[config.mk]
export PLATFORM = sky130hd
export DESIGN_NAME = hai_top
export DESIGN_NICKNAME = d
export VERILOG_FILES = /design/src/hdl/hai_pkg.sv /design/src/hdl/hai_carrier_rx.sv /design/src/hdl/hai_top.sv
export SDC_FILE = /design/constraint.sdc
export NUM_CORES = 1
export LEC_CHECK = 0
export ABC_AREA = 1
export BUFFER_PORTS_ARGS = -buffer_cell sky130_fd_sc_hd__buf_2
export CELL_PAD_IN_SITES_DETAIL_PLACEMENT = 1
export CELL_PAD_IN_SITES_GLOBAL_PLACEMENT = 1
export CORE_MARGIN = 8
export CORE_UTILIZATION = 37
export DETAILED_ROUTE_END_ITERATION = 10
export HOLD_SLACK_MARGIN = 0.1
export MAX_ROUTING_LAYER = met4
export PLACE_DENSITY = 0.83
export SLEW_MARGIN = 20
export SYNTH_ARGS = -nofsm -noshare
export SYNTH_HDL_FRONTEND = slang
export SYNTH_SLANG_ARGS = --single-unit
export TNS_END_PERCENT = 1
[constraint.sdc]
create_clock -name i_clock -period 3.05 [get_ports i_clock]
set_clock_uncertainty 0.2 [all_clocks]
set_input_delay 0.61 -clock i_clock [delete_from_list [all_inputs] [get_ports i_clock]]
set_output_delay 0.61 -clock i_clock [all_outputs]
set_load 0.01 [all_outputs]
[src/hdl/hai_pkg.sv]
/*
  Shared constants and types of the hardware alert interface: clock and
  carrier timing, status word layout, packet layout, mode encodings.
  Assumes one 16 MHz clock drives every file that imports it.
*/
package hai_pkg;

  // timing
  localparam int CLK_FREQ_HZ = 16_000_000;
  localparam int CARRIER_FREQ_HZ = 2_000_000;
  localparam int CARRIER_HALF_CYCLES = CLK_FREQ_HZ / (2 * CARRIER_FREQ_HZ);
  localparam int CARRIER_HALF_TOL = 1;
  localparam int QUALIFY_TIME_NS = 25_000;
  localparam int QUALIFY_CYCLES =
    (QUALIFY_TIME_NS * (CLK_FREQ_HZ / 1_000_000) + 999) / 1000;

  // status word layout, shared by flags and mask enables
  localparam int STATUS_W = 16;
  localparam int BIT_SCAN_DONE = 15;
  localparam int BIT_POR = 14;
  localparam int BIT_RESERVED = 6;
  localparam int BIT_BALANCING = 2;
  localparam int BIT_DIAG_ONE = 1;
  localparam logic [15:0] STATUS_RESET = 16'h0000;
  localparam logic [15:0] PACKET_RESET = 16'h0000;

  // balancing switch masking
  localparam int NUM_CELLS = 14;
  localparam int TOPCELL_W = 4;

  // mode encodings
  localparam logic HOST_IF_SPI = 1'b0;
  localparam logic DRIVE_PUSH_PULL = 1'b1;
  localparam logic [1:0] CFG_DIFFERENTIAL = 2'b10;

  typedef enum logic [1:0] {
    HAI_RX_IDLE = 2'b00,
    HAI_RX_QUALIFY = 2'b01,
    HAI_RX_DETECTED = 2'b10
  } hai_rx_state_t;

  typedef enum logic [2:0] {
    HAI_OUT_IDLE = 3'b000,
    HAI_OUT_SPI = 3'b001,
    HAI_OUT_CARRIER = 3'b010,
    HAI_OUT_DC_TEST = 3'b011,
    HAI_OUT_DIFF = 3'b100
  } hai_out_mode_t;

endpackage

[src/hdl/hai_carrier_rx.sv]
/*
  Carrier qualifier for the alert input: recognises an alert only after a
  square wave at the expected frequency has lasted the qualify time.
  Assumes i_line is already synchronised to i_clock.
*/
module hai_carrier_rx #(
  parameter int HALF_CYCLES = hai_pkg::CARRIER_HALF_CYCLES,
  parameter int HALF_TOL = hai_pkg::CARRIER_HALF_TOL,
  parameter int QUALIFY = hai_pkg::QUALIFY_CYCLES
) (
  input wire logic i_clock, // 16 MHz oscillator
  input wire logic i_reset, // async, active high
  input wire logic i_enable, // receiver may listen
  input wire logic i_line, // synchronised alert input
  output logic o_detected // qualified alert present
);
  import hai_pkg::*;

  localparam int GAP_W = $clog2(HALF_CYCLES + HALF_TOL + 2);
  localparam int CNT_W = $clog2(QUALIFY + 1);
  localparam logic [GAP_W-1:0] GAP_MIN = GAP_W'(HALF_CYCLES - HALF_TOL);
  localparam logic [GAP_W-1:0] GAP_MAX = GAP_W'(HALF_CYCLES + HALF_TOL);
  localparam logic [CNT_W-1:0] CNT_LAST = CNT_W'(QUALIFY - 1);

  initial begin
    if (HALF_CYCLES - HALF_TOL < 2 || QUALIFY < 2) begin
      $error("hai_carrier_rx: carrier or qualify count too small");
    end
  end

  logic line_d;
  logic [GAP_W-1:0] gap;
  logic [CNT_W-1:0] valid_cnt;
  hai_rx_state_t state;
  hai_rx_state_t next_state;
  logic edge_seen;
  logic half_ok;
  logic timeout;

  assign edge_seen = i_line ^ line_d;
  assign half_ok = edge_seen && (gap >= GAP_MIN) && (gap <= GAP_MAX);
  // a missing edge ends the burst; no carrier means no alert
  assign timeout = gap > GAP_MAX;

  always_ff @(posedge i_clock or posedge i_reset) begin
    if (i_reset) begin
      line_d <= 1'b1; // idle level of the pulled-up line, no edge after reset
    end else begin
      line_d <= i_line;
    end
  end

  // cycles since the last edge, saturating just past the window
  always_ff @(posedge i_clock or posedge i_reset) begin
    if (i_reset) begin
      gap <= '0;
    end else if (edge_seen) begin
      gap <= GAP_W'(1);
    end else if (!timeout) begin
      gap <= gap + GAP_W'(1);
    end
  end

  always_comb begin
    next_state = state;
    case (state)
      HAI_RX_IDLE: begin
        if (i_enable && half_ok) begin
          next_state = HAI_RX_QUALIFY;
        end
      end
      HAI_RX_QUALIFY: begin
        if (!i_enable || timeout || (edge_seen && !half_ok)) begin
          next_state = HAI_RX_IDLE;
        end else if (valid_cnt >= CNT_LAST) begin
          next_state = HAI_RX_DETECTED;
        end
      end
      HAI_RX_DETECTED: begin
        if (!i_enable || timeout || (edge_seen && !half_ok)) begin
          next_state = HAI_RX_IDLE;
        end
      end
      default: begin
        next_state = HAI_RX_IDLE;
      end
    endcase
  end

  always_ff @(posedge i_clock or posedge i_reset) begin
    if (i_reset) begin
      state <= HAI_RX_IDLE;
    end else begin
      state <= next_state;
    end
  end

  always_ff @(posedge i_clock or posedge i_reset) begin
    if (i_reset) begin
      valid_cnt <= '0;
    end else if (state == HAI_RX_QUALIFY && next_state == HAI_RX_QUALIFY) begin
      valid_cnt <= valid_cnt + CNT_W'(1);
    end else begin
      valid_cnt <= '0;
    end
  end

  always_ff @(posedge i_clock or posedge i_reset) begin
    if (i_reset) begin
      o_detected <= 1'b0;
    end else begin
      o_detected <= (next_state == HAI_RX_DETECTED);
    end
  end

endmodule // hai_carrier_rx

[src/hdl/hai_top.sv]
/*
  Hardware alert interface: folds the masked status flags into one alert,
  drives the alert output pin in SPI, UART carrier and DC test modes,
  holds it at the UART idle level in differential mode without DC test, qualifies alerts
  from a daisy-chained neighbour and builds the alert packet status word.
  Assumes status flags and mode bits come from logic on the same clock;
  only the alert input pin is asynchronous.
*/
module hai_top #(
  parameter int CARRIER_HALF = hai_pkg::CARRIER_HALF_CYCLES,
  parameter int QUALIFY = hai_pkg::QUALIFY_CYCLES
) (
  input wire logic i_clock, // 16 MHz oscillator
  input wire logic i_reset, // async, active high
  input wire logic i_alert_iface_enable, // hardware alert interface on
  input wire logic i_host_if_select, // 0 SPI, 1 UART
  input wire logic [1:0] i_serial_port_config, // UART configuration
  input wire logic i_alert_drive_type, // SPI: 0 open-drain, 1 push-pull
  input wire logic i_idle_highz_select, // UART idle: 1 released, 0 low
  input wire logic i_alert_dc_test_enable, // UART DC test mode
  input wire logic i_user_forced_alert, // force alert without fault
  input wire logic i_scan_refresh, // one-cycle pulse at scan rate
  input wire logic [hai_pkg::STATUS_W-1:0] i_primary_status, // raw flags
  input wire logic [hai_pkg::STATUS_W-1:0] i_alert_mask_enables, // enables
  input wire logic [hai_pkg::NUM_CELLS-1:0] i_balance_switch_diag_flag, // per switch
  input wire logic [hai_pkg::TOPCELL_W-1:0] i_top_cell_select_one, // top cell
  input wire logic [hai_pkg::TOPCELL_W-1:0] i_top_cell_select_two, // top cell copy
  input wire logic i_alert_input_pin, // from neighbour, async
  output logic o_alert_output_pin, // pin output level
  output logic o_alert_output_oe, // pin driven when high
  output logic [hai_pkg::STATUS_W-1:0] o_alert_packet_status_word, // masked
  output logic [hai_pkg::STATUS_W-1:0] o_primary_status, // unmasked copy
  output logic o_alert_active, // alert currently signalled
  output logic o_neighbor_alert // qualified alert from input pin
);
  import hai_pkg::*;

  initial begin
    if (CARRIER_HALF < 2 || QUALIFY < 2) begin
      $error("hai_top: carrier half period or qualify count too small");
    end
    if (NUM_CELLS > (1 << TOPCELL_W)) begin
      $error("hai_top: top cell select cannot name every cell");
    end
    if (BIT_SCAN_DONE >= STATUS_W || BIT_POR >= STATUS_W || BIT_RESERVED >= STATUS_W) begin
      $error("hai_top: status bit position outside the word");
    end
    if (BIT_DIAG_ONE >= STATUS_W || BIT_DIAG_ONE == BIT_POR) begin
      $error("hai_top: diagnostic bit position clashes");
    end
  end

  localparam int CAR_W = $clog2(CARRIER_HALF + 1);
  localparam logic [CAR_W-1:0] CAR_LAST = CAR_W'(CARRIER_HALF - 1);

  // enabled flag set, reset flag forced through
  function automatic logic [STATUS_W-1:0] masked_flags(
    input logic [STATUS_W-1:0] flags,
    input logic [STATUS_W-1:0] enables
  );
    logic [STATUS_W-1:0] result;
    result = flags & enables;
    result[BIT_POR] = flags[BIT_POR];
    result[BIT_RESERVED] = 1'b0;
    return result;
  endfunction

  logic sync_first;
  logic sync_second;
  logic rx_enable;
  logic rx_detected;
  logic [NUM_CELLS-1:0] bal_kept;
  logic topcell_differ;
  logic [STATUS_W-1:0] status_eff;
  logic [STATUS_W-1:0] status_masked;
  logic active_cond;
  logic fault_held;
  logic alert_now;
  logic uart_mode;
  logic diff_cfg;
  logic [CAR_W-1:0] carrier_cnt;
  logic carrier_level;
  hai_out_mode_t out_mode;
  logic next_pin;
  logic next_oe;
  logic [STATUS_W-1:0] next_packet;

  assign uart_mode = (i_host_if_select != HOST_IF_SPI);
  assign diff_cfg = (i_serial_port_config == CFG_DIFFERENTIAL);

  // alert input synchroniser
  always_ff @(posedge i_clock or posedge i_reset) begin
    if (i_reset) begin
      // start at the pulled-up idle level so release makes no false edge
      sync_first <= 1'b1;
      sync_second <= 1'b1;
    end else begin
      sync_first <= i_alert_input_pin;
      sync_second <= sync_first;
    end
  end

  // receiver listens only in UART mode with the interface enabled
  assign rx_enable = i_alert_iface_enable && uart_mode;

  hai_carrier_rx #(
    .HALF_CYCLES(CARRIER_HALF),
    .HALF_TOL(CARRIER_HALF_TOL),
    .QUALIFY(QUALIFY)
  ) u_carrier_rx (
    .i_clock(i_clock),
    .i_reset(i_reset),
    .i_enable(rx_enable),
    .i_line(sync_second),
    .o_detected(rx_detected)
  );

  always_ff @(posedge i_clock or posedge i_reset) begin
    if (i_reset) begin
      o_neighbor_alert <= 1'b0;
    end else begin
      o_neighbor_alert <= rx_detected && rx_enable;
    end
  end

  // unused switches above the top cell are hidden only when both
  // selects agree; a disagreement leaves every switch reported
  assign topcell_differ = (i_top_cell_select_one != i_top_cell_select_two);

  generate
    for (genvar g = 0; g < NUM_CELLS; g++) begin : g_bal
      localparam logic [TOPCELL_W-1:0] CELL_IDX = TOPCELL_W'(g);
      assign bal_kept[g] = i_balance_switch_diag_flag[g] &&
        (topcell_differ || (CELL_IDX < i_top_cell_select_one));
    end
  endgenerate

  // balance switch diagnostics join the first diagnostic flag
  always_comb begin
    status_eff = i_primary_status;
    status_eff[BIT_DIAG_ONE] = i_primary_status[BIT_DIAG_ONE] | (|bal_kept);
  end

  assign status_masked = masked_flags(status_eff, i_alert_mask_enables);
  assign active_cond = |status_masked;

  // readable copy keeps the unmasked flags
  always_ff @(posedge i_clock or posedge i_reset) begin
    if (i_reset) begin
      o_primary_status <= STATUS_RESET;
    end else begin
      o_primary_status <= i_primary_status;
    end
  end

  always_comb begin
    next_packet = status_masked;
    next_packet[BIT_SCAN_DONE] = 1'b0;
    next_packet[BIT_RESERVED] = 1'b0;
  end

  always_ff @(posedge i_clock or posedge i_reset) begin
    if (i_reset) begin
      o_alert_packet_status_word <= PACKET_RESET;
    end else begin
      o_alert_packet_status_word <= next_packet;
    end
  end

  // fault state follows the scan rate so the pin does not chatter
  // between scans; a reset flag is let through at once
  always_ff @(posedge i_clock or posedge i_reset) begin
    if (i_reset) begin
      fault_held <= 1'b0;
    end else if (i_scan_refresh) begin
      fault_held <= active_cond;
    end else if (status_eff[BIT_POR]) begin
      fault_held <= 1'b1;
    end
  end

  // a qualified neighbour alert is forwarded down the chain
  assign alert_now = fault_held || i_user_forced_alert ||
    o_neighbor_alert;

  always_comb begin
    out_mode = HAI_OUT_IDLE;
    if (!uart_mode) begin
      if (i_alert_iface_enable) begin
        out_mode = HAI_OUT_SPI;
      end
    end else if (i_alert_dc_test_enable) begin
      out_mode = HAI_OUT_DC_TEST;
    end else if (!i_alert_iface_enable) begin
      out_mode = HAI_OUT_IDLE;
    end else if (diff_cfg) begin
      out_mode = HAI_OUT_DIFF;
    end else if (alert_now) begin
      out_mode = HAI_OUT_CARRIER;
    end
  end

  // carrier divider, restarted so each burst begins with a full half
  always_ff @(posedge i_clock or posedge i_reset) begin
    if (i_reset) begin
      carrier_cnt <= '0;
      carrier_level <= 1'b0;
    end else if (out_mode != HAI_OUT_CARRIER) begin
      carrier_cnt <= '0;
      carrier_level <= 1'b0;
    end else if (carrier_cnt == CAR_LAST) begin
      carrier_cnt <= '0;
      carrier_level <= ~carrier_level;
    end else begin
      carrier_cnt <= carrier_cnt + CAR_W'(1);
    end
  end

  always_comb begin
    next_pin = 1'b0;
    next_oe = 1'b0;
    case (out_mode)
      HAI_OUT_SPI: begin
        if (alert_now) begin
          next_pin = 1'b0;
          next_oe = 1'b1;
        end else begin
          next_pin = 1'b1;
          next_oe = (i_alert_drive_type == DRIVE_PUSH_PULL);
        end
      end
      HAI_OUT_CARRIER: begin
        next_pin = ~carrier_level;
        next_oe = 1'b1;
      end
      HAI_OUT_DC_TEST: begin
        next_pin = ~alert_now;
        next_oe = 1'b1;
      end
      HAI_OUT_DIFF, HAI_OUT_IDLE: begin
        if (uart_mode) begin
          next_pin = 1'b0;
          next_oe = ~i_idle_highz_select;
        end else begin
          // disabled SPI rests at its inactive level
          next_pin = 1'b1;
          next_oe = (i_alert_drive_type == DRIVE_PUSH_PULL);
        end
      end
      default: begin
        next_pin = 1'b0;
        next_oe = 1'b0;
      end
    endcase
  end

  always_ff @(posedge i_clock or posedge i_reset) begin
    if (i_reset) begin
      o_alert_output_pin <= 1'b0;
      o_alert_output_oe <= 1'b0;
    end else begin
      o_alert_output_pin <= next_pin;
      o_alert_output_oe <= next_oe;
    end
  end

  always_ff @(posedge i_clock or posedge i_reset) begin
    if (i_reset) begin
      o_alert_active <= 1'b0;
    end else begin
      // dc test only signals in UART; in SPI it changes nothing
      o_alert_active <= alert_now && (i_alert_iface_enable || (uart_mode && i_alert_dc_test_enable));
    end
  end

endmodule // hai_top

# Word-level counts from Yosys, hierarchy flattened
# Cells that the tools add are included.
# totals
regBits	57
input_bits	66
out_inout_bits	36
elab_cells	134
# op_classes
n_mux	26
magnitude_cmp	18
bitwise_logic	6
add_sub_neg	3
reduce_logical	52
n_eq_ne	13
# op_table
operator	count
< comparator 4 bit, first input constant	6
two-way mux 3 bit	8
logical AND 1 bit	23
logical OR 1 bit	19
bitwise AND 16 bit	1
< comparator 3 x 4 -> 1 bit, first input constant	4
OR reduction 15 bit	1
OR reduction 14 bit	1
two-way mux 2 bit	5
adder 9 x 1 -> 9 bit, second input constant	1
== test 3 x 2 -> 1 bit, second input constant	3
greater-or-equal comparator 9 bit, second input constant	1
two-way mux 1 bit	9
two-way mux 9 bit	1
< comparator 1 x 4 -> 1 bit, first input constant	2
< comparator 2 x 4 -> 1 bit, first input constant	2
adder 3 x 1 -> 3 bit, second input constant	2
== test 2 bit, second input constant	3
one-hot mux 2 bit (3 select lines)	1
== test 2 x 1 -> 1 bit, second input constant	2
!= test 4 bit	1
one-hot mux 1 bit (4 select lines)	1
nonzero test 2 bit	2
OR reduction 2 bit	2
other kinds (14)	17

# Longest topological paths before layout
# depth
depth_word	11
depth_mapped	12
mapped_depth_nobuf	11

# Cells and area by module
# From an unflattened synthesis, not the netlist that was laid out.
# hier_totals
hier_cells	306
hier_area_um2	2620.0
# modules_own_cells
mod	instances	cells_per_inst	area_per_inst_um2	seq_area_each_um2
hai_top	1	193	1685.4	1003.5
hai_carrier_rx	1	113	934.6	401.6

# Worst setup path before layout
# Ideal clock, no wire load.
# synth_path
kind	in2reg
startpoint	in i_top_cell_select_one[1] (netlist name)
endpoint	reg fault_held
setup_time_ns	0.128
cell_stages	12
t_arrival_ns	1.471
slack_ns	1.251
required_ns	2.722
n_path_buf	1
path_cell_list	buf_2 > inv_1 > nand2_1 > nand2_1 > nor2_2 > nand3_1 > nand2_1 > nand2_1 > nor2_1 > nand2_1 > nand2_1 > a21oi_1
# synth_between
elab_chain_cells	8
elab_cells_between_ends	48
classes_between	order compare: 14; eq/ne: 1; mux: 1; bitwise: 2; reduce/logical: 30
# synth_rtl
item	line_no	text
start, declared	hai_top.sv:26	input wire logic [hai_pkg::TOPCELL_W-1:0] i_top_cell_select_one,
< comparator 1 x 4 -> 1 bit, or another cell as far along	hai_top.sv:134	(topcell_differ || (CELL_IDX < i_top_cell_select_one));
logical OR 1 bit	hai_top.sv:134	
logical AND 1 bit	hai_top.sv:133	assign bal_kept[g] = i_balance_switch_diag_flag[g] &&
OR reduction 14 bit *	hai_top.sv:141	status_eff[BIT_DIAG_ONE] = i_primary_status[BIT_DIAG_ONE] | (|bal_kept);
bitwise OR 1 bit *	hai_top.sv:141	
bitwise AND 16 bit *	hai_top.sv:62	result = flags & enables;
OR reduction 15 bit *	hai_top.sv:145	assign active_cond = |status_masked;
two-way mux 1 bit *	hai_top.sv:175	end else if (i_scan_refresh) begin
end signal, assigned	hai_top.sv:176	fault_held <= active_cond;
end, declared	hai_top.sv:77	logic fault_held;
# Mark *: on every way between the ends. The rest lies on a longest branch, timed or not.
# A chain may end at the register's enable or synchronous reset.

# Final worst setup path
# layout_path
startpoint	reg u_carrier_rx.gap[0]
endpoint	reg u_carrier_rx.state[0]
# layout_between
elab_chain_cells	8
elab_cells_between_ends	14
classes_between	order compare: 3; mux: 4; reduce/logical: 7
# layout_rtl
item	line_no	text
start, declared	hai_carrier_rx.sv:32	logic [GAP_W-1:0] gap;
start signal, assigned	hai_carrier_rx.sv:60	gap <= gap + GAP_W'(1);
greater-or-equal comparator 3 x 2 -> 1 bit	hai_carrier_rx.sv:41	assign half_ok = edge_seen && (gap >= GAP_MIN) && (gap <= GAP_MAX);
logical AND 1 bit (2 in series)	hai_carrier_rx.sv:41	
zero test 1 bit	hai_carrier_rx.sv:73, hai_carrier_rx.sv:80	
logical AND 1 bit	hai_carrier_rx.sv:73, hai_carrier_rx.sv:80	
logical OR 1 bit	hai_carrier_rx.sv:73, hai_carrier_rx.sv:80	
two-way mux 2 bit (on tied branches)	hai_carrier_rx.sv:80, hai_carrier_rx.sv:73	
one-hot mux 2 bit (3 select lines) *	hai_carrier_rx.sv:66	case (state)
via u_carrier_rx.next_state[0]	hai_carrier_rx.sv:35	hai_rx_state_t next_state;
end signal, assigned	hai_carrier_rx.sv:94	state <= next_state;
end, declared	hai_carrier_rx.sv:34	hai_rx_state_t state;
# The timed path passes the listed nets; every way through them passes the cells marked *.

==> reports/metrics.cfg <==
[synthesis]
ys_types=32
syn_avg_cell_area_sq_um=9.08
syn_inst=263
syn_area_sq_um=2390
synth.area.top_cells=dfrtp_1 56%, nand2_1 11%, inv_1 7.2%, nor2_1 4.4%, dfstp_2 3.3%
ys_seq_area_frac=0.588
synthArstFlopShare=1.00
synth_edf_count=0
ys_seq_elements=56
synth_top_area_frac=0.555
yosys_warnings=0
post-synth-top-area-cell=dfrtp_1
ys.flop_type=dfrtp_1

[floorplan]
io_pins=102
initial_core_util=0.378
row_count=29
fp.dieH_microns=96.3
coreArea_sq_um=6310
die_area_sq_um=9280
die_w_microns=96.3

[clock_tree]
path_clk_slew_ns=0.09
cts_buffers=5
cts_resized=0
cts_tree=yes
clockBufferDepth=2
cts_root_buffer=clkbuf_8
clkSinkCount=56
postCtsSetupBuffers=0
htree_levels=2
ctsHoldBuffers=0
insertion_delay_ns=0.31

[worst_setup_path]
crit_path_end_kind=flip-flop
r2r_start=u_carrier_rx.gap[0]$_DFFE_PP0P_
cp.arrival_ns=1.91
critPathRequiredTime_ns=3.04
reg2reg_depth=8
cp_max_fo=10
r2r_end=u_carrier_rx.state[0]$_DFF_PP0_
r2r_setup_slack_ns=1.13
critPathKind=reg -> reg
critPathLaunch=u_carrier_rx.gap[0]$_DFFE_PP0P_
cp-start-kind=flip-flop

[detailed_routing]
drtIter0Drc=45
wl_per_cell_microns=15.4
num_vias=2110
ant_nets=0
firstDrtPassIters=4
drc_errors=0
drt-vias-per-instance=4.76
wl_mm=6.83

[placed_design]
portBuffers=97
hpwlAfterDp_mm=5.71
place.gp.congestion=0.761

[final_layout]
synthToLayoutAreaGrowth_pct=27.9
n_antenna_cell=0
utilization=0.484
drive_gt1_frac=0.331
nNetsFinal=435

[sta]
setup_viol=0
drv_slew=0
rsz0062_at_grt=no
tightest_slew_ns=0.601
finalCritPeriodShare=0.631
fmax_mhz=520
slew_headroom=0.596
period_minus_slack_ns=1.92
final_hold_viol_count=0
timing.hold.ws_ns=0.158
setup_tns_ns=0

[power]
ir_worst_vdd_uv=316
cellPowerDensity_nw_per_um2=472
p_leak_nw=1.69

[global_route]
antenna_found_initial=0
gr-total-overflow=0
grt_pass1_wl_mm=11.2
grt_max_degree=32
grt_pass1_vias=2467
globalRouteTotalUtil=0.162

[run]
timing.max_cap.violations=0

[worst_hold_path]
min_path_type=in -> async

[status]
status=complete, no violations

-- final cells by class --
| type | instances | area [sq um] |
|---|---|---|
| clock buffers | 6 | 72.6 |
| clock inverters | 2 | 16.3 |
| fillers | 794 | 3260 |
| inverters | 46 | 173 |
| multi-input cells | 158 | 787 |
| flip-flops and latches | 56 | 1410 |
| well taps | 77 | 96.3 |
| repair buffers | 98 | 505 |
-- cell families after synthesis --
logic type / after synthesis / synth area share
flops: 56 / 0.588
simple gates: 126 / 0.230
buf+inv: 50 / 0.0838
fa+ha+maj: 4 / 0.0210
compound gates: 22 / 0.0602
xor+xnor: 4 / 0.0147
other cells: 1 / 0.00157
-- Yosys cell counts, types with 2 or more instances --
master	count
ha_1	4
dfstp_2	3
nor3_2	3
nand2_1	68
o21ai_0	5
a21oi_1	8
o21ai_2	2
xnor2_1	3
nand3_1	8
nor3_1	5
nor4_1	2
buf_4	3
dfrtp_1	53
nor2_2	2
nor2_1	28
nand2_2	2
nand4_1	4
inv_1	46
-- flip-flops by register name (all words and copies together), names as in the netlist, 2 cells and up --
register / count
o_primary_status: 16
u_carrier_rx.state: 2
o_alert_packet_status_word: 13
u_carrier_rx.valid_cnt: 9
carrier_cnt: 3
u_carrier_rx.gap: 3
-- through the flow --
step           instance area (sq um)  power [W]  cells  setup WS [ns]
5_1_grt                         3060    0.00153    443          0.999
3_5_place_dp                    2970    0.00105    435          0.971
2_1_floorplan                   2390   0.000942    264          0.874
3_3_place_gp                    2970    0.00104    435           1.00
6_report                        3060    0.00144    443           1.13
4_1_cts                         3060    0.00146    443           1.11
-- power breakdown --
| part | switching, W | total [W] | internal [W] |
|---|---|---|---|
| clock network | 0.000244 | 0.000408 | 0.000164 |
| registers | 0.0000202 | 0.000804 | 0.000784 |
| logic | 0.000137 | 0.000230 | 0.0000923 |
| total | 0.000401 | 0.00144 | 0.00104 |
-- critical path, cell delays in order (launching register included) --
cell and delay (ns):
dfrtp_1 0.42, ha_1 0.21, ha_1 0.17, nor2_1 0.08, nand2_1 0.10, o21ai_2 0.21, nor3_2 0.08, nand2_2 0.21
o41ai_1 0.12
-- worst max path at each step --
stage / to
final: u_carrier_rx.state[0]$_DFF_PP0_
after global routing: u_carrier_rx.state[0]$_DFF_PP0_
after CTS: u_carrier_rx.state[0]$_DFF_PP0_
after detailed placement: fault_held$_DFFE_PP0P_
after global placement: fault_held$_DFFE_PP0P_
after floorplan: carrier_cnt[0]$_DFF_PP0_
-- layer usage --
| layer | vias up | wire length, microns | share of wire | global-route usage |
|---|---|---|---|---|
| met2 | 72 | 3510 | 0.51 | 0.281 |
| met3 | 14 | 524 | 0.077 | 0.0569 |
| met1 | 1011 | 2650 | 0.39 | 0.167 |
| met4 | 0 | 142 | 0.021 | 0.0555 |
| met5 | - | 0 | 0 | - |
| li1 | 1013 | - | - | - |
-- cells in the final DEF (no fill, tap or decap), types with 3 or more instances in the layout --
master / count
dfstp_2: 3
a21oi_1: 8
nor3_2: 3
nor3_1: 5
inv_1: 45
nand2_1: 68
xnor2_1: 3
nor2_1: 28
nand3_1: 8
o21ai_0: 5
clkbuf_8: 5
nand4_1: 4
dfrtp_1: 53
ha_1: 4
buf_2: 97
(Power assumes the default switching activity.)
